<file path="config.mk">
export PLATFORM = sky130hd
export DESIGN_NAME = pioi_ctrl
export DESIGN_NICKNAME = d
export VERILOG_FILES = /design/src/hdl/pioi_pkg.sv /design/src/hdl/pioi_ctrl.sv /design/src/hdl/pioi_sync.sv
export SDC_FILE = /design/constraint.sdc
export NUM_CORES = 1
export LEC_CHECK = 0
export ABC_CLOCK_PERIOD_IN_PS = 5220
export BUFFER_PORTS_ARGS = -buffer_cell sky130_fd_sc_hd__buf_2
export CAP_MARGIN = 20
export CORE_MARGIN = 10
export CORE_UTILIZATION = 57
export CTS_CLUSTER_SIZE = 25
export DETAILED_ROUTE_END_ITERATION = 6
export PLACE_DENSITY = 0.84
export SETUP_SLACK_MARGIN = 0.5
export SLEW_MARGIN = 30
export SYNTH_ARGS = -nofsm -noshare
export SYNTH_HDL_FRONTEND = slang
export SYNTH_SLANG_ARGS = --single-unit
</file>
<file path="constraint.sdc">
create_clock -name mclk_i -period 5.22 [get_ports mclk_i]
set_input_delay 0.261 -clock mclk_i [delete_from_list [all_inputs] [get_ports mclk_i]]
set_output_delay 0.261 -clock mclk_i [all_outputs]
set_load 0.005 [all_outputs]
</file>
<file path="src/hdl/pioi_pkg.sv">
// Purpose: Shared constants and types for the programmed I/O bus controller.
// Assumes: 10 MHz mclk_i; word bit 1 of the bus is the MSB (index 15).
// Notes:   Register offsets are byte addresses on a 32-bit APB.
package pioi_pkg;

    // ------------------------------------------------------------------
    // Widths and clock
    // ------------------------------------------------------------------
    localparam int DW               = 16;
    localparam int AW               = 8;
    localparam int CLK_PERIOD_NS    = 100;
    localparam int CTL_SETUP_NS     = 300;
    localparam int CTL_SETUP_CYC    = (CTL_SETUP_NS + CLK_PERIOD_NS - 1) / CLK_PERIOD_NS;
    localparam int WAIT_CYC_DEFAULT = 16;

    // ------------------------------------------------------------------
    // Register map
    // ------------------------------------------------------------------
    localparam logic [AW-1:0] ADDR_CTRL   = 8'h00;
    localparam logic [AW-1:0] ADDR_INSTR  = 8'h04;
    localparam logic [AW-1:0] ADDR_ACC    = 8'h08;
    localparam logic [AW-1:0] ADDR_STATUS = 8'h0C;

    localparam int CTRL_START_BIT = 0;
    localparam int CTRL_KIND_LSB  = 1;
    localparam int CTRL_INTEN_BIT = 3;

    localparam int ST_BUSY_BIT    = 0;
    localparam int ST_DONE_BIT    = 1;
    localparam int ST_SKIP_BIT    = 2;
    localparam int ST_TMO_BIT     = 3;
    localparam int ST_INTLINE_BIT = 4;
    localparam int ST_INTEN_BIT   = 5;
    localparam int ST_TAKEN_BIT   = 6;

    // ------------------------------------------------------------------
    // Instruction word fields
    // ------------------------------------------------------------------
    localparam int DEV_LSB   = 0;
    localparam int DEV_W     = 6;
    localparam int FN_LSB    = 6;
    localparam int FN_W      = 4;
    localparam int CLEAR_BIT = 9;
    localparam int CODE_W    = DEV_W + FN_W;

    localparam logic [CODE_W-1:0] MASK_CODE = 10'h010;
    localparam logic [DW-1:0]     TRAP_VEC  = 16'h0018;
    localparam logic [DW-1:0]     ACC_RST   = 16'h0000;
    localparam logic [DW-1:0]     INSTR_RST = 16'h0000;

    typedef enum logic [1:0] {
        KIND_INPUT_TO_ACCUMULATOR     = 2'h0,
        KIND_OUTPUT_FROM_ACCUMULATOR  = 2'h1,
        KIND_CONTROL_PULSE_INSTRUCTION = 2'h2,
        KIND_SENSE_AND_SKIP           = 2'h3
    } pioi_kind_t;

    typedef enum logic [1:0] {
        ST_IDLE   = 2'b00,
        ST_SETUP  = 2'b01,
        ST_WAIT   = 2'b11,
        ST_FINISH = 2'b10
    } pioi_state_t;

    typedef struct packed {
        logic             active;
        pioi_kind_t       kind;
        logic [FN_W-1:0]  fn;
        logic [DEV_W-1:0] dev;
    } pioi_bus_t;

    typedef struct packed {
        logic ready_clear_line;
        logic out_strobe;
        logic control_pulse;
        logic mask_load_strobe;
        logic jump_and_store_location;
    } pioi_strobe_t;

    localparam int SYNC_W = DW + 2;

endpackage

</file>
<file path="src/hdl/pioi_ctrl.sv">
// Purpose: Processor-side single-word I/O bus sequencer with shared interrupt.
// Assumes: Peripherals hold device_ready and input data steady until cleared.
// Notes:   Software drives one instruction at a time over APB.
`timescale 1ns/10ps
module pioi_ctrl #(
    parameter int WAIT_CYCLES = pioi_pkg::WAIT_CYC_DEFAULT
) (
    input  wire logic                    mclk_i,
    input  wire logic                    srst_i,
    input  wire logic                    psel_i,
    input  wire logic                    penable_i,
    input  wire logic                    pwrite_i,
    input  wire logic [pioi_pkg::AW-1:0] paddr_i,
    input  wire logic [31:0]             pwdata_i,
    output logic      [31:0]             prdata_o,
    output logic                         pready_o,
    output logic                         pslverr_o,
    input  wire logic [pioi_pkg::DW-1:0] input_bus_lines_i,
    input  wire logic                    device_ready_line_i,
    input  wire logic                    interrupt_request_line_i,
    output pioi_pkg::pioi_bus_t          io_bus_o,
    output logic      [pioi_pkg::DW-1:0] output_bus_lines_o,
    output pioi_pkg::pioi_strobe_t       strobe_o,
    output logic      [pioi_pkg::DW-1:0] trap_vec_o
);

    localparam int A_WAIT_LIM = WAIT_CYCLES + 4;

    // ------------------------------------------------------------------
    // Declarations
    // ------------------------------------------------------------------
    pioi_pkg::pioi_state_t       state_r;
    pioi_pkg::pioi_bus_t         bus_r;
    pioi_pkg::pioi_strobe_t      strobe_r;
    logic [pioi_pkg::DW-1:0]     acc_r;
    logic [pioi_pkg::DW-1:0]     instr_r;
    logic [pioi_pkg::DW-1:0]     obus_r;
    logic [15:0]                 cnt_r;
    logic                        skip_r;
    logic                        tmo_r;
    logic                        done_r;
    logic                        taken_r;
    logic                        inten_r;
    logic                        clear_r;
    logic [31:0]                 prdata_r;
    logic                        pslverr_r;
    logic [pioi_pkg::SYNC_W-1:0] sync_q;
    logic [pioi_pkg::DW-1:0]     in_s;
    logic                        rdy_s;
    logic                        irq_s;
    logic                        wr_en;
    logic                        setup_ph;
    logic                        addr_ok;
    logic                        start;
    logic                        setup_end;
    logic                        accept;
    logic                        timeout;
    logic                        take_irq;
    logic                        is_mask;
    pioi_pkg::pioi_kind_t        wkind;

    // ------------------------------------------------------------------
    // Pin synchronisers
    // ------------------------------------------------------------------
    pioi_sync #(
        .W (pioi_pkg::SYNC_W)
    ) u_sync (
        .mclk_i (mclk_i),
        .srst_i (srst_i),
        .d_i    ({interrupt_request_line_i, device_ready_line_i, input_bus_lines_i}),
        .q_o    (sync_q)
    );

    // Upper lines from a character peripheral arrive as zero and OR harmlessly
    assign in_s  = sync_q[pioi_pkg::DW-1:0];
    assign rdy_s = sync_q[pioi_pkg::DW];
    assign irq_s = sync_q[pioi_pkg::DW+1];  // single wired-OR request, already masked per source

    // ------------------------------------------------------------------
    // APB slave
    // ------------------------------------------------------------------
    assign wr_en    = psel_i && penable_i && pwrite_i && addr_ok;
    assign setup_ph = psel_i && !penable_i;
    assign addr_ok  = (paddr_i == pioi_pkg::ADDR_CTRL) || (paddr_i == pioi_pkg::ADDR_INSTR) ||
                      (paddr_i == pioi_pkg::ADDR_ACC)  || (paddr_i == pioi_pkg::ADDR_STATUS);
    assign wkind    = pioi_pkg::pioi_kind_t'(pwdata_i[pioi_pkg::CTRL_KIND_LSB +: 2]);
    assign start    = wr_en && (paddr_i == pioi_pkg::ADDR_CTRL) && pwdata_i[pioi_pkg::CTRL_START_BIT] &&
                      (state_r == pioi_pkg::ST_IDLE);
    // Only the full code selects the mask path; other bits go untouched to the bus
    assign is_mask  = (wkind == pioi_pkg::KIND_OUTPUT_FROM_ACCUMULATOR) &&
                      (instr_r[pioi_pkg::CODE_W-1:0] == pioi_pkg::MASK_CODE);

    assign pready_o  = 1'b1;
    assign prdata_o  = prdata_r;
    assign pslverr_o = pslverr_r;

    // Read data is captured in the setup phase so it comes from a flop
    always_ff @(posedge mclk_i) begin
        if (srst_i) begin
            prdata_r  <= 32'h0000_0000;
            pslverr_r <= 1'b0;
        end else if (setup_ph) begin
            pslverr_r <= !addr_ok;
            prdata_r  <= 32'h0000_0000;
            unique case (paddr_i)
                pioi_pkg::ADDR_INSTR:  prdata_r[pioi_pkg::DW-1:0] <= instr_r;
                pioi_pkg::ADDR_ACC:    prdata_r[pioi_pkg::DW-1:0] <= acc_r;
                pioi_pkg::ADDR_STATUS: begin
                    prdata_r[pioi_pkg::ST_BUSY_BIT]    <= (state_r != pioi_pkg::ST_IDLE);
                    prdata_r[pioi_pkg::ST_DONE_BIT]    <= done_r;
                    prdata_r[pioi_pkg::ST_SKIP_BIT]    <= skip_r;
                    prdata_r[pioi_pkg::ST_TMO_BIT]     <= tmo_r;
                    prdata_r[pioi_pkg::ST_INTLINE_BIT] <= irq_s;
                    prdata_r[pioi_pkg::ST_INTEN_BIT]   <= inten_r;
                    prdata_r[pioi_pkg::ST_TAKEN_BIT]   <= taken_r;
                end
                default: prdata_r <= 32'h0000_0000;
            endcase
        end
    end

    always_ff @(posedge mclk_i) begin
        if (srst_i) begin
            instr_r <= pioi_pkg::INSTR_RST;
        end else if (wr_en && (paddr_i == pioi_pkg::ADDR_INSTR) && (state_r == pioi_pkg::ST_IDLE)) begin
            instr_r <= pwdata_i[pioi_pkg::DW-1:0];
        end
    end

    // ------------------------------------------------------------------
    // Sequencer
    // ------------------------------------------------------------------
    assign setup_end = (state_r == pioi_pkg::ST_SETUP) && (cnt_r == 16'(pioi_pkg::CTL_SETUP_CYC - 1));
    assign accept    = (state_r == pioi_pkg::ST_WAIT) && rdy_s;
    assign timeout   = (state_r == pioi_pkg::ST_WAIT) && !rdy_s && (cnt_r == 16'(WAIT_CYCLES - 1));

    always_ff @(posedge mclk_i) begin
        if (srst_i) begin
            state_r <= pioi_pkg::ST_IDLE;
            cnt_r   <= 16'h0000;
        end else begin
            unique case (state_r)
                pioi_pkg::ST_IDLE: begin
                    cnt_r <= 16'h0000;
                    if (start) begin
                        state_r <= pioi_pkg::ST_SETUP;
                    end
                end
                pioi_pkg::ST_SETUP: begin
                    // Codes settle before ready is looked at, so a stale ready is not taken
                    if (setup_end) begin
                        cnt_r <= 16'h0000;
                        if ((bus_r.kind == pioi_pkg::KIND_CONTROL_PULSE_INSTRUCTION) || !bus_r.active) begin
                            state_r <= pioi_pkg::ST_FINISH;
                        end else begin
                            state_r <= pioi_pkg::ST_WAIT;
                        end
                    end else begin
                        cnt_r <= cnt_r + 16'h0001;
                    end
                end
                pioi_pkg::ST_WAIT: begin
                    if (accept || timeout) begin
                        state_r <= pioi_pkg::ST_FINISH;
                    end else begin
                        cnt_r <= cnt_r + 16'h0001;
                    end
                end
                pioi_pkg::ST_FINISH: begin
                    state_r <= pioi_pkg::ST_IDLE;
                end
            endcase
        end
    end

    // Bus codes and output data are held for the whole instruction
    always_ff @(posedge mclk_i) begin
        if (srst_i) begin
            bus_r   <= '0;
            obus_r  <= pioi_pkg::ACC_RST;
            clear_r <= 1'b0;
        end else if (start) begin
            bus_r.active <= !is_mask;  // mask update carries no device address
            bus_r.kind   <= wkind;
            bus_r.fn     <= is_mask ? '0 : instr_r[pioi_pkg::FN_LSB +: pioi_pkg::FN_W];
            bus_r.dev    <= is_mask ? '0 : instr_r[pioi_pkg::DEV_LSB +: pioi_pkg::DEV_W];
            clear_r      <= instr_r[pioi_pkg::CLEAR_BIT];
            obus_r       <= (wkind == pioi_pkg::KIND_OUTPUT_FROM_ACCUMULATOR) ? acc_r : '0;
        end else if (state_r == pioi_pkg::ST_FINISH) begin
            bus_r  <= '0;
            obus_r <= '0;
        end
    end

    // Strobes are one-cycle pulses
    always_ff @(posedge mclk_i) begin
        if (srst_i) begin
            strobe_r <= '0;
        end else begin
            strobe_r                         <= '0;
            strobe_r.control_pulse           <= setup_end && bus_r.active &&
                                                (bus_r.kind == pioi_pkg::KIND_CONTROL_PULSE_INSTRUCTION);
            strobe_r.mask_load_strobe        <= setup_end && !bus_r.active;
            strobe_r.ready_clear_line        <= accept && (bus_r.kind == pioi_pkg::KIND_INPUT_TO_ACCUMULATOR);
            strobe_r.out_strobe              <= accept && (bus_r.kind == pioi_pkg::KIND_OUTPUT_FROM_ACCUMULATOR);
            strobe_r.jump_and_store_location <= take_irq;
        end
    end

    // ------------------------------------------------------------------
    // Accumulator
    // ------------------------------------------------------------------
    always_ff @(posedge mclk_i) begin
        if (srst_i) begin
            acc_r <= pioi_pkg::ACC_RST;
        end else if (accept && (bus_r.kind == pioi_pkg::KIND_INPUT_TO_ACCUMULATOR)) begin
            acc_r <= (clear_r ? pioi_pkg::ACC_RST : acc_r) | in_s;
        end else if (wr_en && (paddr_i == pioi_pkg::ADDR_ACC) && (state_r == pioi_pkg::ST_IDLE)) begin
            acc_r <= pwdata_i[pioi_pkg::DW-1:0];
        end
    end

    // ------------------------------------------------------------------
    // Status flags: hardware set wins over software clear
    // ------------------------------------------------------------------
    always_ff @(posedge mclk_i) begin
        if (srst_i) begin
            skip_r <= 1'b0;
            tmo_r  <= 1'b0;
        end else if (start) begin
            skip_r <= 1'b0;
            tmo_r  <= 1'b0;
        end else if (accept) begin
            skip_r <= 1'b1;
        end else if (timeout) begin
            tmo_r <= 1'b1;
        end
    end

    always_ff @(posedge mclk_i) begin
        if (srst_i) begin
            done_r <= 1'b0;
        end else if (state_r == pioi_pkg::ST_FINISH) begin
            done_r <= 1'b1;
        end else if (wr_en && (paddr_i == pioi_pkg::ADDR_STATUS) && pwdata_i[pioi_pkg::ST_DONE_BIT]) begin
            done_r <= 1'b0;
        end
    end

    // ------------------------------------------------------------------
    // Interrupt entry
    // ------------------------------------------------------------------
    assign take_irq = inten_r && irq_s && (state_r == pioi_pkg::ST_IDLE) && !start;

    always_ff @(posedge mclk_i) begin
        if (srst_i) begin
            inten_r <= 1'b0;
        end else if (take_irq) begin
            inten_r <= 1'b0;
        end else if (wr_en && (paddr_i == pioi_pkg::ADDR_CTRL)) begin
            inten_r <= pwdata_i[pioi_pkg::CTRL_INTEN_BIT];
        end
    end

    always_ff @(posedge mclk_i) begin
        if (srst_i) begin
            taken_r <= 1'b0;
        end else if (take_irq) begin
            taken_r <= 1'b1;
        end else if (wr_en && (paddr_i == pioi_pkg::ADDR_STATUS) && pwdata_i[pioi_pkg::ST_TAKEN_BIT]) begin
            taken_r <= 1'b0;
        end
    end

    assign io_bus_o           = bus_r;
    assign output_bus_lines_o = obus_r;
    assign strobe_o           = strobe_r;
    assign trap_vec_o         = pioi_pkg::TRAP_VEC;
endmodule

</file>
<file path="src/hdl/pioi_sync.sv">
// Purpose: Two-stage synchroniser for pin inputs.
// Assumes: Inputs are asynchronous to mclk_i.
// Notes:   First stage feeds only the second stage.
`timescale 1ns/10ps
module pioi_sync #(
    parameter int W = 1
) (
    input  wire logic         mclk_i,
    input  wire logic         srst_i,
    input  wire logic [W-1:0] d_i,
    output logic      [W-1:0] q_o
);

    logic [W-1:0] meta_r;
    logic [W-1:0] sync_r;

    always_ff @(posedge mclk_i) begin
        if (srst_i) begin
            meta_r <= '0;
            sync_r <= '0;
        end else begin
            meta_r <= d_i;
            sync_r <= meta_r;
        end
    end

    assign q_o = sync_r;

endmodule

</file>
; Word level (Yosys, flattened, before mapping)
; Index checks and enable logic that the tools add are counted.
[totals]
register_bits = 143
in_bits = 63
out_inout_bits = 84
elab_cells = 119
[op_classes]
add_sub_neg = 1
n_eq_ne = 16
mux = 24
bitwise_logic = 2
reduce_logical = 52
[op_table]
columns = operator, n
row1 = 16-bit 2-to-1 mux, 8
row2 = 16-bit case mux with 3 select lines, 1
row3 = 1-bit logical AND, 27
row4 = 13-bit 2-to-1 mux, 2
row5 = 7-bit case mux with 3 select lines, 1
row6 = 9-bit case mux with 2 select lines, 1
row7 = "16-bit by 1-bit adder with 16-bit output, second input constant", 1
row8 = "16-bit by 2-bit equality test with 1-bit output, second input constant", 1
row9 = "16-bit by 4-bit equality test with 1-bit output, second input constant", 1
row10 = "8-bit by 4-bit equality test with 1-bit output, second input constant", 2
row11 = 16-bit bitwise OR, 1
row12 = "10-bit by 5-bit equality test with 1-bit output, second input constant", 1
row13 = 2-bit nonzero test, 5
row14 = "8-bit by 3-bit equality test with 1-bit output, second input constant", 1
row15 = 8-bit zero test, 1
row16 = 2-bit case mux with 4 select lines, 1
row17 = "2-bit by 1-bit equality test with 1-bit output, second input constant", 3
row18 = "2-bit equality test, second input constant", 3
row19 = 1-bit zero test, 6
row20 = 2-bit 2-to-1 mux, 3
row21 = 6-bit 2-to-1 mux, 1
row22 = "2-bit inequality test, second input constant", 3
row23 = 1-bit logical OR, 5
row24 = 1-bit 2-to-1 mux, 5
row25 = 8 further kinds, 11

; Depth between registers and ports, before layout
; Gate-level depths: netlist of run 1.
[depth]
ltp_word = 11
ltp_mapped = 7
mapped_depth_nobuf = 6

; By module
; From an unflattened synthesis of run 1, not the netlist that was laid out.
[hier_totals]
hier_cells = 631
hier_area_um2 = 6145.9
[modules_own_cells]
columns = mod, n_inst, cells_per_inst, area_per_inst_um2, seq_area_each_um2
row1 = pioi_ctrl, 1, 556, 5151.2, 2142.1
row2 = pioi_sync, 1, 75, 994.7, 720.7

; Least setup slack after synthesis of run 1
; Ideal clock, no wire load.
[synth_path]
kind = reg-to-reg
start = reg cnt_r[11]
end = reg cnt_r[2]
setup_ns = 0.073
t_arrival_ns = 1.603
required_ns = 5.147
path_slack_ns = 3.544
path_stages_with_launch = 6
path_buffers = 1
period_less_slack_ns = 1.676
path_cell_list = dfxtp_1 > buf_6 > or4_4 > nor4_4 > and4b_1 > nor3_2
[synth_between]
elab_chain_cells = 5
elab_cells_between_ends = 9
cone_classes = eq/ne (3) / mux (2) / reduce/logical (4)
[synth_rtl]
columns = element, line
row1 = from (decl), pioi_ctrl.sv:38  ; logic [15:0] cnt_r;
row2 = from (signal assigned), pioi_ctrl.sv:159  ; cnt_r <= cnt_r + 16'h0001;
row3 = from (signal assigned), pioi_ctrl.sv:166  ; cnt_r <= cnt_r + 16'h0001;
row4 = 16-bit by 4-bit equality test with 1-bit output, pioi_ctrl.sv:135  ; assign timeout = (state_r == pioi_pkg::ST_WAIT) && !rdy_s && (cnt_r == 16'(WAIT_CYCLES - 1));
row5 = 1-bit logical AND, pioi_ctrl.sv:135
row6 = 1-bit logical OR, pioi_ctrl.sv:163  ; if (accept || timeout) begin
row7 = 2-bit inequality test (no line), n/a
row8 = 2-bit AND reduction (no line), n/a
; Parallel ways exist; a longest one is shown, timed or not.
; A chain may end at the register's enable or synchronous reset.

; Worst setup path after layout of run 1
[layout_path]
start = reg state_r[1]
end = reg acc_r[0] in the netlist's numbering
[layout_between]
elab_chain_cells = 4
elab_cells_between_ends = 7
cone_classes = eq/ne (1) / mux (1) / reduce/logical (5)
[layout_rtl]
columns = element, line
row1 = from (decl), pioi_ctrl.sv:32  ; pioi_pkg::pioi_state_t state_r;
row2 = from (signal assigned), pioi_ctrl.sv:139  ; state_r <= pioi_pkg::ST_IDLE;
row3 = from (signal assigned), pioi_ctrl.sv:146  ; state_r <= pioi_pkg::ST_SETUP;
row4 = from (signal assigned), pioi_ctrl.sv:154  ; state_r <= pioi_pkg::ST_FINISH;
row5 = 2-bit equality test, pioi_ctrl.sv:134  ; assign accept = (state_r == pioi_pkg::ST_WAIT) && rdy_s;
row6 = 1-bit logical AND, pioi_ctrl.sv:134
row7 = 1-bit logical AND, pioi_ctrl.sv:216  ; end else if (accept && (bus_r.kind == pioi_pkg::KIND_INPUT_TO_ACCUMULATOR)) begin
row8 = 16-bit 2-to-1 mux / 2-bit nonzero test (equally long branches), n/a
row9 = to (signal assigned), pioi_ctrl.sv:215  ; acc_r <= pioi_pkg::ACC_RST;
row10 = to (signal assigned), pioi_ctrl.sv:217  ; acc_r <= (clear_r ? pioi_pkg::ACC_RST : acc_r) | in_s;
row11 = to (signal assigned), pioi_ctrl.sv:219  ; acc_r <= pwdata_i[pioi_pkg::DW-1:0];
row12 = to (decl), pioi_ctrl.sv:35  ; logic [pioi_pkg::DW-1:0] acc_r;
; Parallel ways exist; a longest one is shown, timed or not.

==> impl_metrics.tcl, run 1 <==
set metrics [dict create \
    htree_levels 4 \
    fin_crit_sh 0.564 \
    rsz0062_at_grt "no" \
    finalSetupTns_ps 0 \
    worstPathRequired_ps 5680 \
    cts.sinks 143 \
    drive_above_1_share 0.220 \
    stdcell_area_sq_mm 0.00726 \
    rows 37 \
    synth_area_per_cell_sq_um 9.61 \
    diodes 0 \
    path_max_fanout 23 \
    drc 0 \
    cp.buffers_inverters 0 \
    cellPowerDensity_mw_per_mm2 335 \
    ys_seq_area_frac 0.477 \
    fmax_mhz 339 \
    first_pass_iters 5 \
    placed_area_sq_mm 0.00635 \
    hp-class "input port to flop" \
    final.fill_count 789 \
    synth_edf_count 0 \
    period_needed_ps 2950 \
    start_kind "flop" \
    grt_util_all_layers 0.204 \
    synthDistinctLibCells 55 \
    grt_max_degree 99 \
    grt_pass1_vias 4930 \
    cts_tree "yes" \
    grt_pass1_wl_um 24800 \
    cap_violations 0 \
    setup_viol 0 \
    slew_viol_final 0 \
    ant_nets 0 \
    path_cells "nand4b_1 > nor3_4 > o2bb2ai_1 > a21o_1" \
    yosys_warnings 0 \
    clk_pin_slew_ps 60 \
    drtIter0Drc 428 \
    timing.hold.ws_ps 37.0 \
    core_sq_mm 0.0103 \
    finalHoldViolCount 0 \
    final_nets 796 \
    power_leakage_nw 2.94 \
    syn_inst 625 \
    end_kind "flop" \
    synth-seq-cells 143 \
    post_cts.repair.setup_buffers 0 \
    max-slew-margin-rel 0.364 \
    grt_overflow 0 \
    gp_congestion 0.888 \
    status "finished, final reports clean" \
    mostFrequentLayoutCell "dfxtp_1" \
    max_stage_delay_ps 880 \
    fin_worst_skew_ps 7.37 \
    dp_hpwl_um 10600 \
    tightest_slew_ps 947 \
    io_pins 147 \
    synthFlopType "dfxtp_1" \
    mostFrequentLayoutCells "dfxtp_1, buf_2, nor2b_1" \
    dr_total_vias 5087 \
    vias_per_cell 5.78 \
    slowest_stage "dfxtp_1" \
    critPathKind "flop to flop" \
    clock_latency_ps 520 \
    wl_um 15600 \
    cts_max_path_buffers 2 \
    syn_to_final_growth_pct 21.0 \
    avgRoutedWirePerCell_um 17.7 \
    cts_root_buf "clkbuf_8" \
    critPathTopFamily "simple AND/OR/NAND/NOR gates" \
    crit_arrival_ps 3410 \
    antenna_found_initial 0 \
    die-area_sq_mm 0.0150 \
    initial_core_util 0.584 \
    die_y_um 123 \
    dieWidth_um 123 \
    port_buffers 97 \
    cts_buffers 17 \
    peakVddDrop_mv 0.192 \
    synth_area_sq_mm 0.00600 \
    async_flop_share 0 \
]
logic make-up after synthesis:
kind of cell             count (synthesis)  synth area share
AO/OA/AOI/OAI                          186             0.212
XOR/XNOR                                 6           0.00875
adder cells (fa/ha/maj)                  2           0.00417
buffers and inverters                   84            0.0817
flip-flops                             143             0.477
multiplexers                             8            0.0148
other                                    2           0.00125
AND/OR/NAND/NOR                        194             0.201
routing by layer:
layer,part of all wire,vias to the layer above,GRT usage,wire length [um]
met5,0,-,0,0
met4,0.022,0,0.0854,346
met3,0.092,32,0.0620,1440
met2,0.48,242,0.325,7400
met1,0.41,2412,0.252,6380
li1,-,2401,-,-
report_power, final:
group,total (mW),internal (mW),switching [mW]
sequential,1.11,1.10,0.00393
combinational,0.101,0.0418,0.0590
clock,1.22,0.740,0.483
state kept, by name, indices dropped and copies added, names as in the netlist:
name,flops
output_bus_lines_o,16
strobe_o,5
taken_r,1
done_r,1
clear_r,1
state_r,2
prdata_o,16
acc_r,16
instr_r,16
pslverr_o,1
tmo_r,1
u_sync.meta_r,18
io_bus_o,13
u_sync.q_o,18
cnt_r,16
skip_r,1
inten_r,1
synth_stat cells (3+ instances only):
library cell,n,area share
nor3_2,3,0.0050
mux2_2,7,0.013
nor4_4,3,0.011
or4_1,3,0.0038
buf_2,11,0.0092
a22o_1,16,0.023
xnor2_1,6,0.0088
clkbuf_1,25,0.016
a22o_2,10,0.017
nand2b_1,8,0.0083
o2bb2ai_1,16,0.023
dfxtp_1,143,0.48
buf_4,33,0.041
buf_6,5,0.0094
a2111oi_0,3,0.0044
nor2_1,18,0.011
nor3b_1,3,0.0038
nand2_1,23,0.014
a21o_1,18,0.023
nand4b_1,3,0.0044
o31ai_1,3,0.0038
inv_1,9,0.0056
nor2b_1,56,0.058
or3_1,11,0.011
o21ai_0,46,0.038
a211oi_1,3,0.0038
a21oi_1,44,0.037
nor4_1,8,0.0083
nand3_1,28,0.023
nand4_1,11,0.011
a22oi_1,16,0.020
a31o_2,3,0.0044
worst register-to-register path, cell delays in order (launching register included):
cell and delay [ps]:
dfxtp_1 880, nand4b_1 850, nor3_4 840, o2bb2ai_1 210, a21o_1 110
repair_timing:
item	in CTS	in global routing
endpoints found under the hold margin	31	0
hold buffers	31	0
setup endpoints to repair	0	0
resized for setup	0	0
through the flow:
step	cells	utilization	setup WS [ps]	total power, mW
floorplan	656	-	3540	1.20
global placement	817	0.617	2210	1.21
detailed placement	817	0.618	2360	1.21
CTS	880	0.706	2280	2.44
global route	880	0.707	2030	2.50
finish	880	0.707	2270	2.43
final timing paths:
kind | depth (start not counted) | endpoint | slack [ps] | start
max | 4 | acc_r[0]$_SDFFE_PP0P_ | 2270 | state_r[1]$_SDFFE_PP0P_
max reg2reg | 4 | acc_r[0]$_SDFFE_PP0P_ | 2270 | state_r[1]$_SDFFE_PP0P_
min reg2reg | 1 | u_sync.q_o[12]$_SDFF_PP0_ | 440 | u_sync.meta_r[12]$_SDFF_PP0_
min | 2 | acc_r[2]$_SDFFE_PP0P_ | 40 | pwdata_i[2]
layout make-up:
type                       instances  area (sq um)  share of cell area
sequential                       143          2860               0.394
inverter                           9          33.8             0.00465
clock buffer                      19           422              0.0581
clock inverter                    13           179              0.0246
tap                              136           170              0.0234
multi-input combinational        429          2770               0.382
timing repair buffer             131           822               0.113
Note: power is estimated with default switching activity, not from simulation.
==> run 2, diff against run 1 <==
--- a/config.mk
+++ b/config.mk
@@ -5,14 +5,14 @@
 export SDC_FILE = /design/constraint.sdc
 export NUM_CORES = 1
 export LEC_CHECK = 0
-export ABC_CLOCK_PERIOD_IN_PS = 5220
+export ABC_CLOCK_PERIOD_IN_PS = 3100
 export BUFFER_PORTS_ARGS = -buffer_cell sky130_fd_sc_hd__buf_2
 export CAP_MARGIN = 20
 export CORE_MARGIN = 10
-export CORE_UTILIZATION = 57
+export CORE_UTILIZATION = 53
 export CTS_CLUSTER_SIZE = 25
 export DETAILED_ROUTE_END_ITERATION = 6
-export PLACE_DENSITY = 0.84
+export PLACE_DENSITY = 0.79
 export SETUP_SLACK_MARGIN = 0.5
 export SLEW_MARGIN = 30
 export SYNTH_ARGS = -nofsm -noshare
==> constraint.sdc (replaced) <==
create_clock -name mclk_i -period 3.1 [get_ports mclk_i]
set_input_delay 0.155 -clock mclk_i [delete_from_list [all_inputs] [get_ports mclk_i]]
set_output_delay 0.155 -clock mclk_i [all_outputs]
set_load 0.005 [all_outputs]
==> impl_metrics.tcl, run 2 (synthesis gave the netlist of run 1 again) <==
set metrics [dict create \
    status "finished, final reports clean" \
    cellPowerDensity_mw_per_mm2 561 \
    dp_hpwl_um 10600 \
    vias_per_cell 5.61 \
    antenna_found_initial 1 \
    r2r-end "acc_r[12]$_SDFFE_PP0P_" \
    hp-class "input port to flop" \
    cap_violations 0 \
    cts_root_buf "clkbuf_16" \
    worstPathRequired_ps 3450 \
    finalHoldViolCount 0 \
    ff2ff_setup_slack_ps 680 \
    cts_tree "yes" \
    path_max_fanout 24 \
    wl_um 15300 \
    clk_pin_slew_ps 60 \
    initial_core_util 0.547 \
    tightest_slew_ps 918 \
    die-area_sq_mm 0.0160 \
    slowest_stage "nor4b_4" \
    setup_viol 0 \
    netSwitchingFraction 0.209 \
    timing.hold.ws_ps 27.2 \
    htree_levels 4 \
    slew_viol_final 0 \
    grt_pass1_wl_um 24500 \
    hold_depth 2 \
    path_cells "nor2_2 > nand4_4 > nor4b_4 > a21o_1" \
    max_stage_delay_ps 810 \
    syn_to_final_growth_pct 21.1 \
    drc 0 \
    mostFrequentLayoutCells "dfxtp_1, buf_2, nor2b_1" \
    finalSetupTns_ps 0 \
    dr_total_vias 4961 \
    power_leakage_nw 2.95 \
    dieWidth_um 126 \
    drtIter0Drc 460 \
    die_y_um 126 \
    rr_startpoint "state_r[1]$_SDFFE_PP0P_" \
    drive_above_1_share 0.223 \
    end_kind "flop" \
    power.share.sequential 0.458 \
    ant_nets 0 \
    port_buffers 97 \
    cts_buffers 17 \
    peakVddDrop_mv 0.334 \
    grt_util_all_layers 0.184 \
    crit_arrival_ps 2770 \
    start_kind "flop" \
    grt_overflow 0 \
    mostFrequentLayoutCell "dfxtp_1" \
    critPathKind "flop to flop" \
    power_mw 4.08 \
    fin_crit_sh 0.780 \
    min-delay-start "pwdata_i[6]" \
    fmax_mhz 414 \
    internal-power_mw 3.23 \
    core_sq_mm 0.0110 \
    rows 38 \
    cts_max_path_buffers 2 \
    grt_max_degree 44 \
    rr_worst_depth 4 \
    period_needed_ps 2420 \
    rsz0062_at_grt "no" \
    clock_latency_ps 420 \
    io_pins 147 \
    gp_congestion 0.883 \
    comb_power_share 0.041 \
    final_nets 798 \
    startpoint "state_r[1]$_SDFFE_PP0P_" \
    holdPathEnd "acc_r[6]$_SDFFE_PP0P_" \
    switchingPower_mw 0.852 \
    cts.sinks 143 \
    p_clk_frac 0.501 \
    first_pass_iters 5 \
    max-slew-margin-rel 0.387 \
    cts.repair.resized 0 \
    fin_worst_skew_ps 10.2 \
    avgRoutedWirePerCell_um 17.3 \
    grt_pass1_vias 4872 \
]
==> run 2: cell count changes in the layout (fill, tap and decap cells not counted), moves of 2 or more <==
| cell | previous run | this run |
|---|---|---|
| dlygate4sd3_1 | 31 | 29 |
| inv_8 | 2 | 0 |
| inv_6 | 3 | 0 |
| clkinv_4 | 2 | 4 |
| clkinvlp_4 | 3 | 1 |
| buf_4 | 2 | 7 |
==> run 2: power by group through the flow <==
stage | Clock (mW) | Combinational, mW | Sequential, mW
floorplan | 0 | 0.112 | 1.91
global placement | 0 | 0.131 | 1.91
detailed placement | 0 | 0.132 | 1.91
CTS | 2.06 | 0.161 | 1.87
global route | 2.14 | 0.184 | 1.87
finish | 2.04 | 0.166 | 1.87
==> run 2: worst max-delay path by stage <==
stage,endpoint,cells after the start
detailed placement,acc_r[3]$_SDFFE_PP0P_,5
CTS,acc_r[8]$_SDFFE_PP0P_,5
floorplan,cnt_r[2]$_SDFFE_PP0P_,5
finish,acc_r[12]$_SDFFE_PP0P_,4
global route,acc_r[12]$_SDFFE_PP0P_,4
global placement,acc_r[12]$_SDFFE_PP0P_,5
==> run 2: metrics by stage <==
stage,std cells,cell area (sq um),utilization,setup slack [ps]
final,884,7270,0.662,682
after floorplan,656,6120,-,1420
after detailed placement,825,6380,0.581,682
after global routing,884,7270,0.662,525
after global placement,825,6380,0.581,726
after CTS,883,7260,0.661,640
==> run 2: per-layer routing <==
metal / vias to the layer above / share of wire / track usage
met5: - / 0 / 0
met1: 2295 / 0.44 / 0.234
met3: 17 / 0.092 / 0.0625
li1: 2419 / - / -
met4: 0 / 0.015 / 0.0656
met2: 230 / 0.45 / 0.284
==> run 2: layout make-up <==
type	count	area [sq um]
antenna	1	2.50
clock buffer	20	457
clock inverter	9	138
fill	862	3710
inverter	9	33.8
multi-input combinational	429	2770
sequential	143	2860
tap	140	175
timing repair buffer	133	828
==> run 2: what timing repair did <==
item,in CTS,in global routing
hold buffers,29,0
endpoints found under the hold margin,29,0
setup endpoints to repair,0,1
setup buffers,0,0
==> run 2: critical path, delay by kind of cell (launching register included) <==
family             cells  cell delay [ps]
AOI/OAI and AO/OA      1              260
DFF                    1              600
and+or+nand+nor        3             1480
